`src/include/adccal_pkg.sv`:
```
// constants shared by the calibration sequencing logic
package adccal_pkg;
  localparam int unsigned ADDR_W      = 8;
  localparam int unsigned DATA_W      = 32;
  localparam int unsigned WORD_W      = 24;
  // register byte offsets
  localparam logic [7:0]  ADDR_CTRL   = 8'h00;
  localparam logic [7:0]  ADDR_STATUS = 8'h04;
  localparam logic [7:0]  ADDR_MASK   = 8'h08;
  localparam logic [7:0]  ADDR_DATA   = 8'h0C;
  localparam logic [7:0]  ADDR_OFFSET = 8'h10;
  localparam logic [7:0]  ADDR_FULL   = 8'h14;
  localparam logic [7:0]  ADDR_STATE  = 8'h18;
  // control register fields
  localparam int unsigned CHAN_LSB    = 0;
  localparam int unsigned MODE_LSB    = 3;
  localparam int unsigned GAIN_LSB    = 6;
  // status / mask bit positions
  localparam int unsigned EV_CAL_DONE = 0;
  localparam int unsigned EV_WORD     = 1;
  localparam int unsigned EV_BG_COEF  = 2;
  localparam int unsigned EV_W        = 3;
  // operating mode codes
  localparam logic [2:0]  MODE_NORMAL = 3'h0;
  localparam logic [2:0]  MODE_BG_CAL = 3'h5;
  localparam logic [2:0]  MODE_ZS_CAL = 3'h6;
  localparam logic [2:0]  MODE_FS_CAL = 3'h7;
  // one conversion or calibration step
  localparam int unsigned CLK_HZ      = 20_000_000;
  localparam int unsigned STEP_NS     = 50_000;
  localparam int unsigned STEP_CYCLES = (STEP_NS * (CLK_HZ / 1_000_000)) / 1000;
  localparam int unsigned STEP_W      = 12;
  // background words: one zero-scale step plus five conversion steps
  localparam logic [2:0]  BG_STEPS    = 3'h6;
  localparam logic [8:0]  RESET_CTRL  = 9'h000;
  localparam logic        RESET_FLAG  = 1'b1;
  typedef enum logic [1:0] {ST_CONV, ST_SELF_ZERO, ST_SELF_FULL, ST_BG_ZERO} adccal_state_t;
endpackage : adccal_pkg

```
`src/rtl/adccal_ctrl.sv`:
```
// calibration mode sequencing with register port and interrupt
//
// Notes on behaviour
// RQ1 - background mode adds an offset step per word, word rate one sixth.
// RQ2 - background mode interleaves zero-scale steps and updates offset coefficient itself.
// RQ3 - background zero-scale step uses shorted inputs at the selected gain.
// RQ4 - host should self-calibrate first; background never does full-scale.
// RQ5 - zero-scale self-cal calibrates selected channel and gain on shorted inputs.
// RQ6 - full-scale self-cal uses reference over gain on selected channel.
// RQ7 - self-cal is one step, then mode bits return to 000, normal mode.
// RQ8 - ready flag high at calibration start, low when calibration done and word ready.
// RQ9 - channel and gain are latched at mode write, held through calibration.
`timescale 1ns/1ns
module adccal_ctrl
  import adccal_pkg::*;
(
  input  wire logic                          clk_in,
  input  wire logic                          rst_n_in,
  input  wire logic [adccal_pkg::ADDR_W-1:0] addr_in,
  input  wire logic [adccal_pkg::DATA_W-1:0] wdata_in,
  input  wire logic                          wr_in,
  input  wire logic                          rd_in,
  input  wire logic [adccal_pkg::WORD_W-1:0] sample_in,
  output logic      [adccal_pkg::DATA_W-1:0] rdata_out,
  output logic                               result_ready_flag_out,
  output logic      [2:0]                    chan_out,
  output logic      [2:0]                    gain_out,
  output logic                               short_inputs_out,
  output logic                               ref_over_gain_out,
  output logic                               irq_out
);
  import adccal_pkg::*;

  adccal_state_t     state_reg;
  adccal_state_t     state_next;
  logic [2:0]        mode_reg;
  logic [2:0]        chan_sel_reg;
  logic [2:0]        gain_sel_reg;
  logic [2:0]        bg_count_reg;
  logic [WORD_W-1:0] data_reg;
  logic [WORD_W-1:0] offset_coef_reg;
  logic [WORD_W-1:0] full_coef_reg;
  logic [EV_W-1:0]   status_reg;
  logic [EV_W-1:0]   status_next;
  logic [EV_W-1:0]   mask_reg;
  logic [EV_W-1:0]   events;
  logic              step_done;
  logic              ctrl_wr;
  logic              word_out;
  logic              cal_start;
  logic [2:0]        mode_wr;

  assign ctrl_wr = wr_in && (addr_in == ADDR_CTRL);
  assign mode_wr = wdata_in[MODE_LSB +: 3];
  assign cal_start = ctrl_wr && (mode_wr == MODE_ZS_CAL || mode_wr == MODE_FS_CAL);

  // a control write restarts the step so a calibration always gets a full step
  adccal_step_timer #(
    .STEPS (STEP_CYCLES),
    .W     (STEP_W)
  ) u_step (
    .clk_in        (clk_in),
    .rst_n_in      (rst_n_in),
    .restart_in    (ctrl_wr),
    .step_done_out (step_done)
  );

  // in background mode only the sixth step delivers a word
  always_comb
  begin
    word_out = 1'b0;
    if (!ctrl_wr && step_done && state_reg == ST_CONV)
    begin
      // the zero step is one of the six, so the fifth conversion step delivers the word
      word_out = (mode_reg != MODE_BG_CAL) || (bg_count_reg == BG_STEPS - 3'h2); // see RQ1
    end
  end

  always_comb
  begin
    state_next = state_reg;
    if (ctrl_wr)
    begin
      unique case (mode_wr)
        MODE_ZS_CAL: state_next = ST_SELF_ZERO; // see RQ5
        MODE_FS_CAL: state_next = ST_SELF_FULL; // see RQ6
        MODE_BG_CAL: state_next = ST_BG_ZERO;   // see RQ2
        default:     state_next = ST_CONV;
      endcase
    end
    else if (step_done)
    begin
      unique case (state_reg)
        ST_SELF_ZERO: state_next = ST_CONV; // see RQ7
        ST_SELF_FULL: state_next = ST_CONV; // see RQ7
        ST_BG_ZERO:   state_next = ST_CONV; // see RQ2
        ST_CONV:      state_next = (word_out && mode_reg == MODE_BG_CAL) ? ST_BG_ZERO : ST_CONV; // see RQ1
      endcase
    end
  end

  always_ff @(posedge clk_in or negedge rst_n_in)
  begin
    if (!rst_n_in)
    begin
      state_reg         <= ST_CONV;
      short_inputs_out  <= 1'b0;
      ref_over_gain_out <= 1'b0;
    end
    else
    begin
      state_reg         <= state_next;
      short_inputs_out  <= (state_next == ST_SELF_ZERO) || (state_next == ST_BG_ZERO); // see RQ3
      ref_over_gain_out <= (state_next == ST_SELF_FULL); // see RQ6
    end
  end

  // mode field: written by software, cleared by hardware after a self-cal
  always_ff @(posedge clk_in or negedge rst_n_in)
  begin
    if (!rst_n_in)
    begin
      mode_reg     <= RESET_CTRL[MODE_LSB +: 3];
      chan_sel_reg <= RESET_CTRL[CHAN_LSB +: 3];
      gain_sel_reg <= RESET_CTRL[GAIN_LSB +: 3];
    end
    else if (ctrl_wr)
    begin
      mode_reg     <= mode_wr;
      chan_sel_reg <= wdata_in[CHAN_LSB +: 3]; // see RQ9
      gain_sel_reg <= wdata_in[GAIN_LSB +: 3]; // see RQ9
    end
    else if (step_done && (state_reg == ST_SELF_ZERO || state_reg == ST_SELF_FULL))
    begin
      mode_reg <= MODE_NORMAL; // see RQ7
    end
  end

  // front end sees only the latched selection, never a half-written one
  always_ff @(posedge clk_in or negedge rst_n_in)
  begin
    if (!rst_n_in)
    begin
      chan_out <= RESET_CTRL[CHAN_LSB +: 3];
      gain_out <= RESET_CTRL[GAIN_LSB +: 3];
    end
    else if (ctrl_wr)
    begin
      chan_out <= wdata_in[CHAN_LSB +: 3]; // see RQ5
      gain_out <= wdata_in[GAIN_LSB +: 3]; // see RQ3
    end
  end

  always_ff @(posedge clk_in or negedge rst_n_in)
  begin
    if (!rst_n_in)
    begin
      bg_count_reg <= 3'h0;
    end
    else if (ctrl_wr || (step_done && state_reg == ST_BG_ZERO) || word_out)
    begin
      bg_count_reg <= 3'h0;
    end
    else if (step_done && state_reg == ST_CONV)
    begin
      bg_count_reg <= bg_count_reg + 3'h1; // see RQ1
    end
  end

  // coefficients and data are taken from the filter output at step end
  always_ff @(posedge clk_in or negedge rst_n_in)
  begin
    if (!rst_n_in)
    begin
      data_reg        <= '0;
      offset_coef_reg <= '0;
      full_coef_reg   <= '0;
    end
    else if (!ctrl_wr && step_done)
    begin
      if (state_reg == ST_SELF_ZERO || state_reg == ST_BG_ZERO)
      begin
        offset_coef_reg <= sample_in; // see RQ2
      end
      if (state_reg == ST_SELF_FULL)
      begin
        full_coef_reg <= sample_in; // see RQ6
      end
      if (word_out)
      begin
        data_reg <= sample_in;
      end
    end
  end

  // flag stays high from calibration start through the following conversion
  always_ff @(posedge clk_in or negedge rst_n_in)
  begin
    if (!rst_n_in)
    begin
      result_ready_flag_out <= RESET_FLAG;
    end
    else if (cal_start)
    begin
      result_ready_flag_out <= 1'b1; // see RQ8
    end
    else if (word_out)
    begin
      result_ready_flag_out <= 1'b0; // see RQ8
    end
    else if (rd_in && addr_in == ADDR_DATA)
    begin
      result_ready_flag_out <= 1'b1;
    end
  end

  always_comb
  begin
    events = '0;
    events[EV_CAL_DONE] = !ctrl_wr && step_done && (state_reg == ST_SELF_ZERO || state_reg == ST_SELF_FULL);
    events[EV_WORD]     = word_out;
    events[EV_BG_COEF]  = !ctrl_wr && step_done && (state_reg == ST_BG_ZERO);
  end

  // an event in the reading cycle survives the clear
  always_comb
  begin
    status_next = status_reg;
    if (rd_in && addr_in == ADDR_STATUS)
    begin
      status_next = '0;
    end
    status_next = status_next | events;
  end

  always_ff @(posedge clk_in or negedge rst_n_in)
  begin
    if (!rst_n_in)
    begin
      status_reg <= '0;
      mask_reg   <= '0;
      irq_out    <= 1'b0;
    end
    else
    begin
      status_reg <= status_next;
      irq_out    <= |(status_next & (wr_in && addr_in == ADDR_MASK ? wdata_in[EV_W-1:0] : mask_reg));
      if (wr_in && addr_in == ADDR_MASK)
      begin
        mask_reg <= wdata_in[EV_W-1:0];
      end
    end
  end

  // read data stand only in the cycle after the strobe; unmapped reads give zero
  always_ff @(posedge clk_in or negedge rst_n_in)
  begin
    if (!rst_n_in)
    begin
      rdata_out <= '0;
    end
    else if (rd_in)
    begin
      unique case (addr_in)
        ADDR_CTRL:   rdata_out <= {23'h0, gain_sel_reg, mode_reg, chan_sel_reg};
        ADDR_STATUS: rdata_out <= {29'h0, status_reg};
        ADDR_MASK:   rdata_out <= {29'h0, mask_reg};
        ADDR_DATA:   rdata_out <= {8'h00, data_reg};
        ADDR_OFFSET: rdata_out <= {8'h00, offset_coef_reg};
        ADDR_FULL:   rdata_out <= {8'h00, full_coef_reg};
        ADDR_STATE:  rdata_out <= {24'h0, bg_count_reg, result_ready_flag_out, 2'(state_reg), 2'h0};
        default:     rdata_out <= '0;
      endcase
    end
    else
    begin
      rdata_out <= '0;
    end
  end
endmodule : adccal_ctrl

```
`src/rtl/adccal_step_timer.sv`:
```
// step timer: one-cycle enable at the end of each conversion step
`timescale 1ns/1ns
module adccal_step_timer #(
  parameter int unsigned STEPS = 1000,
  parameter int unsigned W     = 12
) (
  input  wire logic clk_in,
  input  wire logic rst_n_in,
  input  wire logic restart_in,
  output logic      step_done_out
);
  logic [W-1:0] count_reg;

  always_ff @(posedge clk_in or negedge rst_n_in)
  begin
    if (!rst_n_in)
    begin
      count_reg     <= '0;
      step_done_out <= 1'b0;
    end
    else if (restart_in)
    begin
      count_reg     <= '0;
      step_done_out <= 1'b0;
    end
    else if (count_reg == W'(STEPS - 1))
    begin
      count_reg     <= '0;
      step_done_out <= 1'b1;
    end
    else
    begin
      count_reg     <= count_reg + W'(1);
      step_done_out <= 1'b0;
    end
  end
endmodule : adccal_step_timer
```
`config.mk`:
```
export PLATFORM = sky130hd
export DESIGN_NAME = adccal_ctrl
export DESIGN_NICKNAME = d
export VERILOG_FILES = /design/src/include/adccal_pkg.sv /design/src/rtl/adccal_ctrl.sv /design/src/rtl/adccal_step_timer.sv
export SDC_FILE = /design/constraint.sdc
export NUM_CORES = 1
export LEC_CHECK = 0
export BUFFER_PORTS_ARGS = -buffer_cell sky130_fd_sc_hd__buf_2
export CAP_MARGIN = 30
export CORE_ASPECT_RATIO = 1.1
export CORE_MARGIN = 2
export CORE_UTILIZATION = 62
export CTS_BUF_LIST = sky130_fd_sc_hd__clkbuf_4
export DETAILED_ROUTE_END_ITERATION = 10
export PLACE_DENSITY = 0.88
export SLEW_MARGIN = 0
export SYNTH_ARGS = -nofsm -noshare
export SYNTH_HDL_FRONTEND = slang
export SYNTH_SLANG_ARGS = --single-unit
```
`constraint.sdc`:
```
create_clock -name clk_in -period 3 [get_ports clk_in]
set_input_delay 0.3 -clock clk_in [delete_from_list [all_inputs] [get_ports clk_in]]
set_output_delay 0.3 -clock clk_in [all_outputs]
set_load 0.05 [all_outputs]
```
==> parameters.txt <==
Parameter                              Value

Run status
  Result of the run ... completed

Clock network
  Sinks on Clock Net ... between 100 and 150
  Max H-tree Level ... 4
  PostCTS Resize Cnt ... 0
  TritonCTS clock tree ... built
  Cts-stage hold buffer count ... 15
  Clock Tree Buf Depth ... 2
  Clock root buffer ... sky130_fd_sc_hd__clkbuf_4
  Clock transition at the registers of the reported paths ... around 0.11 ns
  # Post-CTS Setup Buffers ... 0
  Clock insertion delay at the later pin of the skew report ... approximately 0.54 ns
  Number of CTS-inserted buffers ... 17

Timing
  Layout Skew ... between 0.01 and 0.015 ns
  Final hold violation count ... 0
  Shortest clock period the worst path allows after layout ... 2.39 ns
  Headroom to the max-slew limit ... roughly 41%
  Number of endpoints failing setup at the final stage ... 0
  Setup repair after global routing missed its margin ... no
  Fmax ... 0.418 GHz
  Slew @ Worst Pin ... slightly below 0.9 ns
  Setup TNS ... 0 ns
  Share of the clock period used by the worst path after layout ... 79.7%
  Final number of max-transition violations ... 0

Synth
  Total of warnings raised by yosys ... 0
  Most used flip-flop cell after synthesis ... sky130_fd_sc_hd__dfrtp_1
  Fraction of post-synthesis cell area in the top cell type by area ... a little under three fifths
  Number of storage elements in the synthesis netlist ... roughly 130
  Post-synthesis cell count ... ~460
  Distinct cells, synth ... 46
  Most frequent cells after synthesis ... 131 x sky130_fd_sc_hd__dfrtp_1, 52 x sky130_fd_sc_hd__mux2_2, 37 x sky130_fd_sc_hd__nand2_1
  Synth area leaders ... sky130_fd_sc_hd__dfrtp_1 57%, sky130_fd_sc_hd__mux2_2 10%, sky130_fd_sc_hd__mux2_4 4.9%
  Sequential fraction of the synthesis area ... 57.0%
  Largest area contributor in the netlist ... sky130_fd_sc_hd__dfrtp_1
  Mapped Area ... roughly 0.0058 sq mm
  Mean instance size in the synthesized netlist ... between 10 and 15 sq um
  Number of flops mapped to enable cells by yosys ... 0
  Most instantiated library cell after synthesis ... sky130_fd_sc_hd__dfrtp_1
  Proportion of register bits with asynchronous set or reset after synthesis ... 100%

Placement
  Number of buffer cells added on primary ports ... a little under 80
  GP Congestion ... 0.835
  DP Cell Count ... roughly 640
  Instance area after placement ... just over 0.006 sq mm
  Detail Placement HPWL ... 8290 um

Power
  Leakage component of the power ... 3.28 nW
  Power per Cell Area ... slightly above 500 mW/mm^2
  Max rail drop VDD ... approximately 0.34 mV

Final layout
  Antenna cell count ... 0
  Area growth from synthesis to layout ... 15.0%
  Area of all placed cells without fillers ... 0.00666 sq mm
  Count of non-filler cells in the finished layout ... just under 700
  Number of nets in the final layout ... roughly 630
  Utilization after layout ... 72.3%
  Fraction of layout instances using a drive strength above 1 ... between 30% and 40%

Routing
  Total length of routed wires ... ~13000 um
  Via count normalized by instance count ... between 6 and 7
  Number of DRC violations after detailed-routing iteration 0 ... between 400 and 500
  Detailed-router iteration count before antenna repair ... 7
  Routed WL per cell ... 18.5 um
  Vias ... 4131
  Count of nets left with antenna violations after detail routing ... 0
  # DRC ... 0

Die
  Area enclosed by the die boundary ... ~0.010 sq mm
  Die height ... 105 um
  Die X ... between 90 and 100 um
  Starting Density ... between 60% and 70%
  Core Region ... roughly 0.009 sq mm
  Placement row count ... 37
  # IOs ... 110

Setup path
  Setup CP Type ... flip-flop to flip-flop
  Largest fanout on the critical path ... 25
  Sort of element at the start of the critical path ... flip-flop
  Arrival time at the worst endpoint ... about 2.8 ns
  Worst Path Required ... between 3 and 4 ns
  Critical Path End Type ... flip-flop

Hold path
  Class of the tightest hold or removal check ... primary input to flip-flop

GRT
  Global routing usage summed across all routing layers ... a little over a quarter
  Number of global-route vias before repair ... 4203
  Largest net degree at the start of global routing ... ~60
  Antenna violations before repair ... 0
  Overflow after GRT ... 0
  Global-route wire length before repair ... between 20000 and 25000 um

Job
  Max-cap violation count ... 0
-- area by class of cell --
class / instances / area [sq um]
fill: 605 / 2550
inverter: 13 / 48.8
clock buffer: 18 / 135
multi-input combinational: 285 / 2250
sequential: 132 / 3300
clock inverter: 14 / 139
tap: 117 / 146
timing repair buffer: 104 / 638
-- path summary, 6_finish.rpt --
kind	startpoint	slack (ns)	cells after the start	endpoint
hold reg to reg	u_step.count_reg[0]	0.47	1	u_step.count_reg[0]
hold / removal	sample_in[13]	0.02	2	data_reg[13]
min in group asynchronous	rst_n_in	0.36	2	data_reg[13]
setup reg to reg	bg_count_reg[0]	0.61	6	data_reg[23]
max in group asynchronous	rst_n_in	1.79	3	offset_coef_reg[2]
setup / recovery	bg_count_reg[0]	0.61	6	data_reg[23]
-- placed cells by master, fill, tap and decap left out, types with 3 or more instances in the layout --
| cell | synthesis | layout |
|---|---|---|
| sky130_fd_sc_hd__xnor2_1 | 7 | 7 |
| sky130_fd_sc_hd__a31oi_1 | 7 | 7 |
| sky130_fd_sc_hd__clkinv_4 | 0 | 3 |
| sky130_fd_sc_hd__a21oi_1 | 7 | 7 |
| sky130_fd_sc_hd__nor2_1 | 35 | 35 |
| sky130_fd_sc_hd__clkbuf_4 | 0 | 18 |
| sky130_fd_sc_hd__o21ai_0 | 5 | 5 |
| sky130_fd_sc_hd__nand2_1 | 37 | 37 |
| sky130_fd_sc_hd__conb_1 | 1 | 8 |
| sky130_fd_sc_hd__buf_2 | 8 | 77 |
| sky130_fd_sc_hd__nand4_1 | 4 | 4 |
| sky130_fd_sc_hd__nand3_1 | 12 | 12 |
| sky130_fd_sc_hd__mux2i_1 | 4 | 4 |
| sky130_fd_sc_hd__dfrtp_1 | 131 | 131 |
| sky130_fd_sc_hd__ha_1 | 7 | 7 |
| sky130_fd_sc_hd__inv_1 | 13 | 13 |
| sky130_fd_sc_hd__nor3_1 | 4 | 4 |
| sky130_fd_sc_hd__dlygate4sd3_1 | 0 | 15 |
| sky130_fd_sc_hd__xor2_1 | 4 | 4 |
| sky130_fd_sc_hd__mux2_1 | 3 | 3 |
| sky130_fd_sc_hd__a222oi_1 | 19 | 19 |
| sky130_fd_sc_hd__a22oi_1 | 16 | 16 |
| sky130_fd_sc_hd__mux2_4 | 19 | 19 |
| sky130_fd_sc_hd__and2_1 | 3 | 3 |
| sky130_fd_sc_hd__and3_1 | 7 | 6 |
| sky130_fd_sc_hd__mux2_2 | 52 | 52 |
| sky130_fd_sc_hd__buf_4 | 11 | 11 |
| sky130_fd_sc_hd__clkinv_2 | 0 | 3 |
| sky130_fd_sc_hd__clkinvlp_4 | 0 | 4 |
-- worst max-delay path, cell delays in order, from the launching register on --
cell,delay [ns]
sky130_fd_sc_hd__dfrtp_1,0.41
sky130_fd_sc_hd__inv_1,0.11
sky130_fd_sc_hd__ha_1,0.15
sky130_fd_sc_hd__and2_1,0.17
sky130_fd_sc_hd__o21a_1,0.20
sky130_fd_sc_hd__and3_2,0.80
sky130_fd_sc_hd__mux2_2,0.43
-- routing by layer --
layer,track usage [%],vias up,wire [um]
li1,-,1833,-
met1,35.1,2088,5120
met2,43.0,180,6430
met3,6.08,30,806
met4,12.3,0,266
met5,0,-,0
-- where the power goes --
part	leakage [nW]	switching, mW	total (mW)	internal (mW)
Combinational	1.39	0.220	0.361	0.141
Clock	0.139	0.639	1.13	0.495
Sequential	1.75	0.0789	1.94	1.86
-- stage by stage --
stage / hold slack, ns / power (mW) / worst slack (ns)
6_report: 0.0228 / 3.43 / 0.608
5_1_grt: 0.00601 / 3.59 / 0.481
4_1_cts: 0.000930 / 3.45 / 0.621
3_5_place_dp: 0.411 / 2.32 / 0.599
3_3_place_gp: 0.401 / 2.29 / 0.657
2_1_floorplan: 0.00441 / 2.18 / 0.959
-- kinds of logic after synthesis --
| logic type | count (synthesis) | synth area share (%) |
|---|---|---|
| other cells | 1 | 0.0647 |
| simple gates | 117 | 10.2 |
| fa+ha+maj | 7 | 1.51 |
| flops | 132 | 57.0 |
| buf+inv | 47 | 4.58 |
| compound gates | 64 | 8.68 |
| xor+xnor | 11 | 1.66 |
| mux | 78 | 16.3 |
(Power assumes the default switching activity.)
